--- config.mk ---
export PLATFORM = sky130hd
export DESIGN_NAME = interrupt_priority_field_bank
export DESIGN_NICKNAME = d
export VERILOG_FILES = /design/src/rtl/ipc_bank_pkg.sv /design/src/rtl/interrupt_priority_field_bank.sv
export VERILOG_INCLUDE_DIRS = /design/src /design/src/rtl
export SDC_FILE = /design/constraint.sdc
export NUM_CORES = 1
export LEC_CHECK = 0
export BUFFER_PORTS_ARGS = -buffer_cell sky130_fd_sc_hd__buf_2
export CAP_MARGIN = 25
export CORE_MARGIN = 5
export CORE_UTILIZATION = 40
export CTS_BUF_LIST = sky130_fd_sc_hd__clkbuf_2 sky130_fd_sc_hd__clkbuf_4 sky130_fd_sc_hd__clkbuf_8
export DETAILED_ROUTE_END_ITERATION = 8
export PLACE_DENSITY = 0.67
export SLEW_MARGIN = 40
export SYNTH_ARGS = -nofsm -noshare
export SYNTH_HDL_FRONTEND = slang
export SYNTH_SLANG_ARGS = --single-unit
--- constraint.sdc ---
create_clock -name clk -period 1.8 [get_ports clk]
set_input_delay 0.27 -clock clk [delete_from_list [all_inputs] [get_ports clk]]
set_output_delay 0.27 -clock clk [all_outputs]
set_load 0.005 [all_outputs]
--- src/rtl/ipc_bank_map.svh ---
// Purpose: Offsets, field positions and reset values of the priority control bank
// Assumes: 32-bit APB, one aligned word per register
// Notes: Bank base and register count are choices of this block
`ifndef IPC_BANK_MAP_SVH
`define IPC_BANK_MAP_SVH

`define IPC_BANK_BASE 12'h000
`define IPC_REG_STRIDE 12'h004
`define IPC_SLOT_STRIDE 8
`define IPC_PRI_LSB 2
`define IPC_SUB_LSB 0
`define IPC_RESET_VALUE 32'h0000_0000
`define IPC_FIELD_RESET 5'h00

`endif

--- src/rtl/ipc_bank_pkg.sv ---
// Purpose: Types of the priority control bank
// Assumes: Nothing beyond the header
// Notes: Field order in the slot type matches the bit layout
package ipc_bank_pkg;
    typedef logic [2:0] priority_level_t;
    typedef logic [1:0] subpriority_level_t;
    typedef struct packed {
        priority_level_t pri;
        subpriority_level_t sub;
    } slot_field_t;
    typedef enum logic [0:0] {
        BUS_IDLE = 1'b0,
        BUS_ACCESS = 1'b1
    } bus_phase_t;
endpackage

--- src/rtl/interrupt_priority_field_bank.sv ---
// Purpose: Bank of interrupt priority control registers on APB
// Assumes: Single clock; APB master follows protocol
// Notes: Zero wait states; unmapped addresses answer with pslverr
//
// Local design decisions: the APB register port and the placing of the registers.
`include "ipc_bank_map.svh"

module interrupt_priority_field_bank #(
    parameter int NUM_REGS = 4
) (
    input wire logic clk,
    input wire logic arst_n,
    input wire logic psel,
    input wire logic penable,
    input wire logic pwrite,
    input wire logic [11:0] paddr,
    input wire logic [31:0] pwdata,
    input wire logic [3:0] pstrb,
    output logic [31:0] prdata,
    output logic pready,
    output logic pslverr,
    output ipc_bank_pkg::priority_level_t slotPriority [NUM_REGS*4],
    output ipc_bank_pkg::subpriority_level_t slotSubpriority [NUM_REGS*4],
    output logic [NUM_REGS*4-1:0] slotEnabled
);
    import ipc_bank_pkg::*;

    // ----------------------------------------
    // Address decode
    // ----------------------------------------
    localparam int IDX_W = (NUM_REGS > 1) ? $clog2(NUM_REGS) : 1;

    slot_field_t fields [NUM_REGS*4];
    logic [11:0] relAddr;
    logic hit;
    logic [IDX_W-1:0] regIdx;
    logic setup;
    bus_phase_t phase;

    assign relAddr = paddr - `IPC_BANK_BASE;
    assign hit = (relAddr[1:0] == 2'b00) &&
                 (relAddr[11:2] < 10'(NUM_REGS));
    assign regIdx = IDX_W'(relAddr[11:2]);
    assign setup = psel && !penable;

    always_ff @(posedge clk or negedge arst_n) begin
        if (!arst_n) begin
            phase <= BUS_IDLE;
        end else begin
            case (phase)
                BUS_IDLE: phase <= setup ? BUS_ACCESS : BUS_IDLE;
                BUS_ACCESS: phase <= BUS_IDLE;
                default: phase <= BUS_IDLE;
            endcase
        end
    end

    // ----------------------------------------
    // Bus answer
    // ----------------------------------------
    // Ready is registered so the output comes from a flop; one wait cycle never occurs
    always_ff @(posedge clk or negedge arst_n) begin
        if (!arst_n) begin
            pready <= 1'b0;
            pslverr <= 1'b0;
        end else begin
            pready <= setup;
            pslverr <= setup && !hit;
        end
    end

    // Read word assembled at setup so it stands during the access phase
    logic [31:0] readWord;
    always_comb begin
        readWord = 32'h0000_0000;
        for (int s = 0; s < 4; s++) begin
            // Gap bits stay zero from the initial value
            readWord[s*`IPC_SLOT_STRIDE +: 5] = fields[int'(regIdx)*4 + s];
        end
    end

    always_ff @(posedge clk or negedge arst_n) begin
        if (!arst_n) begin
            prdata <= 32'h0000_0000;
        end else if (setup) begin
            prdata <= (hit && !pwrite) ? readWord : 32'h0000_0000;
        end
    end

    // ----------------------------------------
    // Field storage
    // ----------------------------------------
    logic doWrite;
    assign doWrite = psel && penable && pready && pwrite && hit;

    for (genvar g = 0; g < NUM_REGS*4; g++) begin : g_slot
        localparam int LANE = g % 4;
        localparam int REG = g / 4;
        always_ff @(posedge clk or negedge arst_n) begin
            if (!arst_n) begin
                fields[g] <= `IPC_FIELD_RESET;
            end else if (doWrite && int'(regIdx) == REG && pstrb[LANE]) begin
                // Only bits 4..0 of each byte lane stored
                fields[g].pri <= pwdata[LANE*`IPC_SLOT_STRIDE + `IPC_PRI_LSB +: 3];
                fields[g].sub <= pwdata[LANE*`IPC_SLOT_STRIDE + `IPC_SUB_LSB +: 2];
            end
        end
        // Outputs straight from flops; level seven highest, zero off
        assign slotPriority[g] = fields[g].pri;
        assign slotSubpriority[g] = fields[g].sub;
        always_ff @(posedge clk or negedge arst_n) begin
            if (!arst_n) begin
                slotEnabled[g] <= 1'b0;
            end else if (doWrite && int'(regIdx) == REG && pstrb[LANE]) begin
                slotEnabled[g] <= |pwdata[LANE*`IPC_SLOT_STRIDE + `IPC_PRI_LSB +: 3];
            end
        end
    end
endmodule // interrupt_priority_field_bank

# Word level (Yosys, flattened, before mapping)

Index checks and enable logic that the tools add are counted.

$add $sub $neg: 3
$mul: 0
Div/mod/pow operators: 0
Order comparisons: 5
Eq/ne operators: 3
Shift operators: 0
Mux-type cells: 13
Bitwise logic cells: 4
Reductions and logical operators: 37

Operator list:

| operator                                                           | number |
|---|---|
| greater-or-equal comparator 32 x 5 -> 1 bit, second input constant | 4 |
| inverter 5 -> 32 bit                                               | 3 |
| binary-select mux 5 bit (select 4 bit)                             | 4 |
| 2-to-1 mux 5 bit                                                   | 8 |
| inverter 4 -> 32 bit                                               | 1 |
| 2-to-1 mux 29 bit                                                  | 1 |
| logical AND 1 bit                                                  | 28 |
| OR reduction 3 bit                                                 | 4 |
| adder 4 x 2 -> 5 bit, second input constant                        | 2 |
| less-than comparator 10 x 3 -> 1 bit, second input constant        | 1 |
| adder 4 x 1 -> 5 bit, second input constant                        | 1 |
| == test 2 bit, second input constant                               | 2 |
| logical NOT 2 bit                                                  | 2 |
| logical NOT 1 bit                                                  | 3 |
| == test 2 x 1 -> 1 bit, second input constant                      | 1 |

Bits in registers: 130
Latch bits: 0
Bits in writable memories: 0
Memory bits (read-only): 0
Input bits: 53
Output and inout bits: 130
Logic and storage cells: 116
Memories: 0

# Logic depth before layout (Yosys ltp)

Gate-level depths: netlist of run 1.

Depth in word-level cells: 6
Depth in mapped cells: 5
Mapped depth without buffers: 4

# Least setup slack after synthesis of run 1

Ideal clock, no wire load.

Path type: in2reg
Start: input paddr[6]
End: register fields, in the netlist slotPriority[30]
Library setup time: 125 ps
Arrival: 1,577 ps
Data required time: 1,675 ps
Setup slack: 98 ps
Stages on the path: 4
Buffers on the path: 0
Cells stage by stage: nor4_4 > nand4_1 > nor2_1 > mux2_2

Word-level cells in the longest chain between the ends: 5

Ends and longest elaborated chain:

| item                                 | RTL line                             | text |
|---|---|---|
| from (decl)                          | interrupt_priority_field_bank.sv:16  | `input wire logic [11:0] paddr,` |
| less-than comparator 10 x 3 -> 1 bit | interrupt_priority_field_bank.sv:42  | `(relAddr[11:2] < 10'(NUM_REGS));` |
| logical AND 1 bit                    | interrupt_priority_field_bank.sv:41  | `assign hit = (relAddr[1:0] == 2'b00) &&` |
| logical AND 1 bit                    | interrupt_priority_field_bank.sv:94  | `assign doWrite = psel && penable && pready && pwrite && hit;` |
| logical AND 1 bit (2 in series)      | interrupt_priority_field_bank.sv:102 | `end else if (doWrite && int'(regIdx) == REG && pstrb[LANE]) begin` |
| to (signal, indexed assignment)      | interrupt_priority_field_bank.sv:101 | `` fields[g] <= `IPC_FIELD_RESET; `` |
| to (decl)                            | interrupt_priority_field_bank.sv:33  | `slot_field_t fields [NUM_REGS*4];` |

No other way between the ends.
A chain may end at the register's enable or synchronous reset.

# Worst setup path in the final report of run 1

Start: register pready
End: register fields, in the netlist slotPriority[2]

Word-level cells in the longest chain between the ends: 5

Ends and longest elaborated chain:

| item                            | RTL line                             | text |
|---|---|---|
| from (decl)                     | interrupt_priority_field_bank.sv:20  | `output logic pready,` |
| from (signal assigned)          | interrupt_priority_field_bank.sv:67  | `pready <= setup;` |
| logical AND 1 bit (3 in series) | interrupt_priority_field_bank.sv:94  |  |
| logical AND 1 bit (2 in series) | interrupt_priority_field_bank.sv:102 |  |

No other way between the ends.

==> results.json, run 1 <==
{
  "status": "complete, no violations",
  "row_count": 41,
  "p_leak_nw": 3.64,
  "synth_ff_type": "dfrtp_1",
  "routed_wirelength_um": 13700,
  "fp.dieH_um": 123,
  "cts.htree.levels": 4,
  "required_ps": 2110,
  "synth_edf_count": 0,
  "yosys_warnings": 0,
  "antenna_found_initial": 0,
  "post-route-util_pct": 53.8,
  "synthArstFlopShare_pct": 100,
  "grt_pass1_vias": 4006,
  "placement.io_buffers": 158,
  "grt_max_degree": 59,
  "setup_tns_ps": 0,
  "ant_nets": 0,
  "syn_area_per_cell_um2": 14.3,
  "drive_gt1_share_pct": 61.1,
  "dieArea_um2": 15100,
  "vias_per_cell": 5.02,
  "drc": 0,
  "nets": 610,
  "grt_remaining_overflow": 0,
  "fin_skew_ps": 3.48,
  "ios": 183,
  "dp_hpwl_um": 10100,
  "gp_congestion": 0.764,
  "cts_sinks": 118,
  "worst-path-max-fanout": 6,
  "setup_viol": 0,
  "clkTransAtPathRegs_ps": 70,
  "p_per_area_nw_per_um2": 808,
  "post-route-period-util_pct": 90.2,
  "start_kind": "flip-flop",
  "cts_tree": "done",
  "ir_drop_v": 0.000414,
  "via_count": 3727,
  "start_util_pct": 40.6,
  "end_kind": "flip-flop",
  "netlist_instances": 357,
  "yosysUniqueCellTypes": 24,
  "max_stage_delay_ps": 370,
  "drt_iter0_markers": 70,
  "die_x_um": 123,
  "cts_buffer_depth": 2,
  "core_um2": 12600,
  "grt_pass1_wl_um": 21500,
  "drt-pass1-iter-count": 4,
  "routedWlPerCell_um": 18.5,
  "worstPathCellList": "and4_4, nand4_1, nor2_1, buf_4, mux2_2",
  "crit_path_top_delay_cell": "dfrtp_1",
  "clock_latency_ps": 420,
  "syn2layout_area_growth_pct": 32.5,
  "crit_type": "flip-flop to flip-flop",
  "synth-seq-area-share_pct": 57.9,
  "ctsRootBufferMaster": "clkbuf_8",
  "grt_usage_pct": 19.0,
  "final-hold-violation-count": 0,
  "synthesis.area_um2": 5100,
  "hold_class": "input port to flip-flop",
  "fin_crit_ps": 1620,
  "numCtsBuffers": 17,
  "antennaDiodeCount": 0,
  "slew_viol_final": 0,
  "crit_arrival_ps": 1940,
  "rsz0062_at_grt": "false",
  "ys_ff_latch": 118,
  "timing.fmax_ghz": 0.616,
  "cap_violations": 0
}
-- cells in the final DEF (no fill, tap or decap), types with 2 or more instances in the layout --
cell	instances
mux4_2	20
buf_2	157
nand2_1	42
nor2_2	7
clkbuf_4	2
dfrtp_1	118
nor4_1	2
mux2_2	96
bufinv_16	3
o21ai_0	20
buf_12	4
nor2_1	11
conb_1	12
clkinv_2	5
nand4_1	4
buf_4	30
nand3_1	2
or3_1	4
clkbuf_8	21
-- Yosys cell counts, types with 2 or more instances --
cell	n	area (um2)
nor2_1	12	45.0
buf_4	12	90.1
o21ai_0	20	100
nand2_1	42	158
mux2_2	96	1080
nand3_1	2	10.0
dfrtp_1	118	2950
buf_2	2	10.0
or3_1	4	25.0
clkbuf_1	6	22.5
nor2_2	6	37.5
nor4_1	2	12.5
buf_1	2	7.51
mux4_2	20	450
nand4_1	4	25.0
-- state kept, by name (all words and copies together) (netlist names) --
name / flops
pslverr: 1
pready: 1
slotEnabled: 16
slotPriority: 48
prdata: 20
slotSubpriority: 32
-- area by class of cell --
class                           count  area [um2]
Fill cell                        1100        5810
Sequential cell                   118        2950
Multi-Input combinational cell    227        2060
Timing Repair Buffer              192        1100
Clock buffer                       23         304
Tap cell                          172         215
Clock inverter                      9         123
Inverter                            1        3.75
-- layer usage --
layer / GRT usage (%) / routed length, um / vias to the layer above
met2: 29.6 / 6430 / 148
li1: - / - / 1672
met4: 6.51 / 268 / 0
met3: 7.00 / 1170 / 22
met5: 0 / 0 / -
met1: 24.5 / 5840 / 1885
-- where the power goes --
part           internal (mW)  switching [mW]  total (mW)
Clock                   1.54            1.03        2.56
Sequential              2.65         0.00154        2.66
Combinational         0.0825           0.159       0.241
-- cells by family (layout without fill, tap and decap cells) --
kind of cell / count (synthesis) / after routing / share of synthesized area (%)
buffers and inverters: 23 / 225 / 2.63
muxes: 116 / 116 / 30.0
other: 1 / 12 / 0.0736
AOI/OAI and AO/OA: 21 / 21 / 2.09
and+or+nand+nor: 78 / 78 / 7.24
DFF: 118 / 118 / 57.9
-- path summary, 6_finish.rpt --
path                       startpoint                   to  slack [ps]  cells past startpoint
max                            pready      slotPriority[2]         180                      5
min                         pwdata[9]  slotSubpriority[21]         120                      2
max reg2reg                    pready      slotPriority[2]         180                      5
min reg2reg                 prdata[8]            prdata[8]         480                      2
max in group asynchronous      arst_n  slotSubpriority[22]        1070                      3
min in group asynchronous      arst_n     slotPriority[13]         210                      2
-- through the flow --
step                area [um2]  setup slack [ps]  std cells  hold WS, ps  power (mW)
finish                    6760               176        742          116        5.46
global route              6760              8.72        742         89.4        5.69
detailed placement        6300              -112        707          107        2.95
floorplan                 5140              98.1        368        -25.6        2.79
CTS                       6740              40.7        740         77.4        5.54
global placement          6300             -64.5        707          103        2.94
-- worst max-delay path, delay by kind of cell, from the launching register on --
kind                   cells  cell delay [ps]
and+or+nand+nor            3              620
DFF                        1              370
muxes                      1              340
buffers and inverters      1              180
-- repair_timing --
action	4_1_cts	5_1_grt
setup endpoints to repair	0	47
resized for setup	0	3
endpoints found under the hold margin	118	0
hold buffers	1	0
buffers inserted	0	2
No activity file was read; power rests on OpenSTA's default activity.
==> run 2, diff against run 1 <==
==> constraint.sdc (replaced) <==
create_clock -name clk -period 1.8 [get_ports clk]
set_input_delay 0 -clock clk [delete_from_list [all_inputs] [get_ports clk]]
set_output_delay 0 -clock clk [all_outputs]
set_load 0.005 [all_outputs]
==> results.json, run 2 (synthesis results as in run 1) <==
{
  "dieArea_um2": 15100,
  "timing.fmax_ghz": 0.576,
  "ctsRootBufferMaster": "clkbuf_8",
  "regArea_um2": 2950,
  "multi_input_area_um2": 2060,
  "timing.max_slew.rel_slack_pct": 56.9,
  "fp.dieH_um": 123,
  "fin_skew_ps": 10.1,
  "antenna_found_initial": 0,
  "worst-path-max-fanout": 6,
  "drt_iter0_markers": 206,
  "routed_wirelength_um": 14300,
  "final-hold-violation-count": 0,
  "p_leak_nw": 3.68,
  "ios": 183,
  "setup_viol": 0,
  "core_um2": 12600,
  "fin_ws_ps": 62.8,
  "placement.io_buffers": 158,
  "antennaDiodeCount": 0,
  "grt_max_degree": 119,
  "grt_pass1_vias": 4121,
  "cts_tree": "done",
  "pwr-share-clk_pct": 43.7,
  "start_util_pct": 40.6,
  "slew_viol_final": 0,
  "via_count": 3775,
  "fin_crit_ps": 1740,
  "p_sw_share_pct": 22.1,
  "post-route-period-util_pct": 96.5,
  "dp_hpwl_um": 9760,
  "crit_type": "flip-flop to flip-flop",
  "combinationalPowerShare_pct": 5.3,
  "nets": 628,
  "drt-pass1-iter-count": 4,
  "ant_nets": 0,
  "syn2layout_area_growth_pct": 34.7,
  "holdWs_ps": 45.3,
  "p_sw_mw": 1.15,
  "largest_reg_flops": 48,
  "layout_common_cells": "buf_2, dfrtp_1, mux2_2",
  "crit_family": "simple AND/OR/NAND/NOR gates",
  "grt_remaining_overflow": 0,
  "start_kind": "flip-flop",
  "cap_violations": 0,
  "layout_commonest_cell": "buf_2",
  "drc": 0,
  "routedWlPerCell_um": 18.9,
  "seq_power_share_pct": 51.0,
  "worstPathCellList": "and4_1, nand4_1, nor2_1, buf_4, mux2_2",
  "gp_congestion": 0.773,
  "crit_path_top_delay_cell": "dfrtp_1",
  "fillCellCount": 1089,
  "max_stage_delay_ps": 360,
  "vias_per_cell": 4.99,
  "grt_usage_pct": 20.0,
  "fin_cells": 757,
  "hold_class": "input port to flip-flop",
  "dp_slack_ps": 97.7,
  "crit_buf_inv": 1,
  "internal_power_mw": 4.06,
  "grt_pass1_wl_um": 22300,
  "clock_latency_ps": 430,
  "status": "complete, no violations",
  "finalPower_mw": 5.21,
  "numCtsBuffers": 17,
  "die_x_um": 123,
  "placed_cells": 700,
  "drive_gt1_share_pct": 57.6,
  "cts.htree.levels": 4,
  "ir_drop_v": 0.000523,
  "tightest_slew_ps": 647,
  "p_per_area_nw_per_um2": 759,
  "cts_sinks": 118,
  "cts_buffer_depth": 2,
  "row_count": 41,
  "clkTransAtPathRegs_ps": 70,
  "end_kind": "flip-flop",
  "crit_arrival_ps": 2050,
  "required_ps": 2110
}
run 2: area by class of cell:
| cell class | count | share of cell area (%) |
|---|---|---|
| Tap cell | 172 | 3.13 |
| Sequential cell | 118 | 43.0 |
| Multi-Input combinational cell | 227 | 30.0 |
| Timing Repair Buffer | 210 | 18.4 |
| Inverter | 1 | 0.0547 |
| Clock buffer | 25 | 4.74 |
| Clock inverter | 4 | 0.656 |
run 2: worst register-to-register path, cell delays in order, from the launching register on:
cell,delay [ps]
dfrtp_1,360
and4_1,270
nand4_1,250
nor2_1,190
buf_4,190
mux2_2,350
run 2: metrics by stage:
step / setup TNS, ps / utilization, % / instance area [um2]
2_1_floorplan: 0 / - / 5140
3_5_place_dp: 0 / 49.4 / 6210
6_report: 0 / 54.6 / 6870
4_1_cts: 0 / 54.5 / 6850
3_3_place_gp: 0 / 49.4 / 6210
5_1_grt: -90.2 / 54.6 / 6870
run 2: what timing repair did:
action                     in CTS  in global routing
setup buffers                   0                  1
hold endpoints to repair      210                  0
resized for setup               0                  2
setup endpoints to repair       0                 46
hold buffers                   27                  0
run 2: worst paths after layout:
| path | startpoint | endpoint | slack [ps] | depth (start not counted) |
|---|---|---|---|---|
| worst max register to register | pready | slotSubpriority[21] | 60 | 5 |
| worst max-delay path | pready | slotSubpriority[21] | 60 | 5 |
| max in group asynchronous | arst_n | prdata[3] | 1110 | 3 |
| worst min-delay path | psel | pready | 50 | 4 |
| worst min register to register | prdata[1] | prdata[1] | 470 | 2 |
| min in group asynchronous | arst_n | slotPriority[13] | 180 | 3 |
run 2: power groups by stage:
stage	clock network (mW)	registers, mW	logic (mW)
2_1_floorplan	0	2.71	0.0881
3_3_place_gp	0	2.70	0.230
3_5_place_dp	0	2.70	0.235
4_1_cts	2.34	2.66	0.278
5_1_grt	2.50	2.65	0.309
6_report	2.28	2.66	0.277
run 2: layer usage:
layer	part of all wire, %	GRT usage, %	routed length (um)
met1	43	25.6	6140
met2	48	31.2	6850
met3	8.2	8.11	1180
met4	1.0	5.81	145
met5	0	0	0
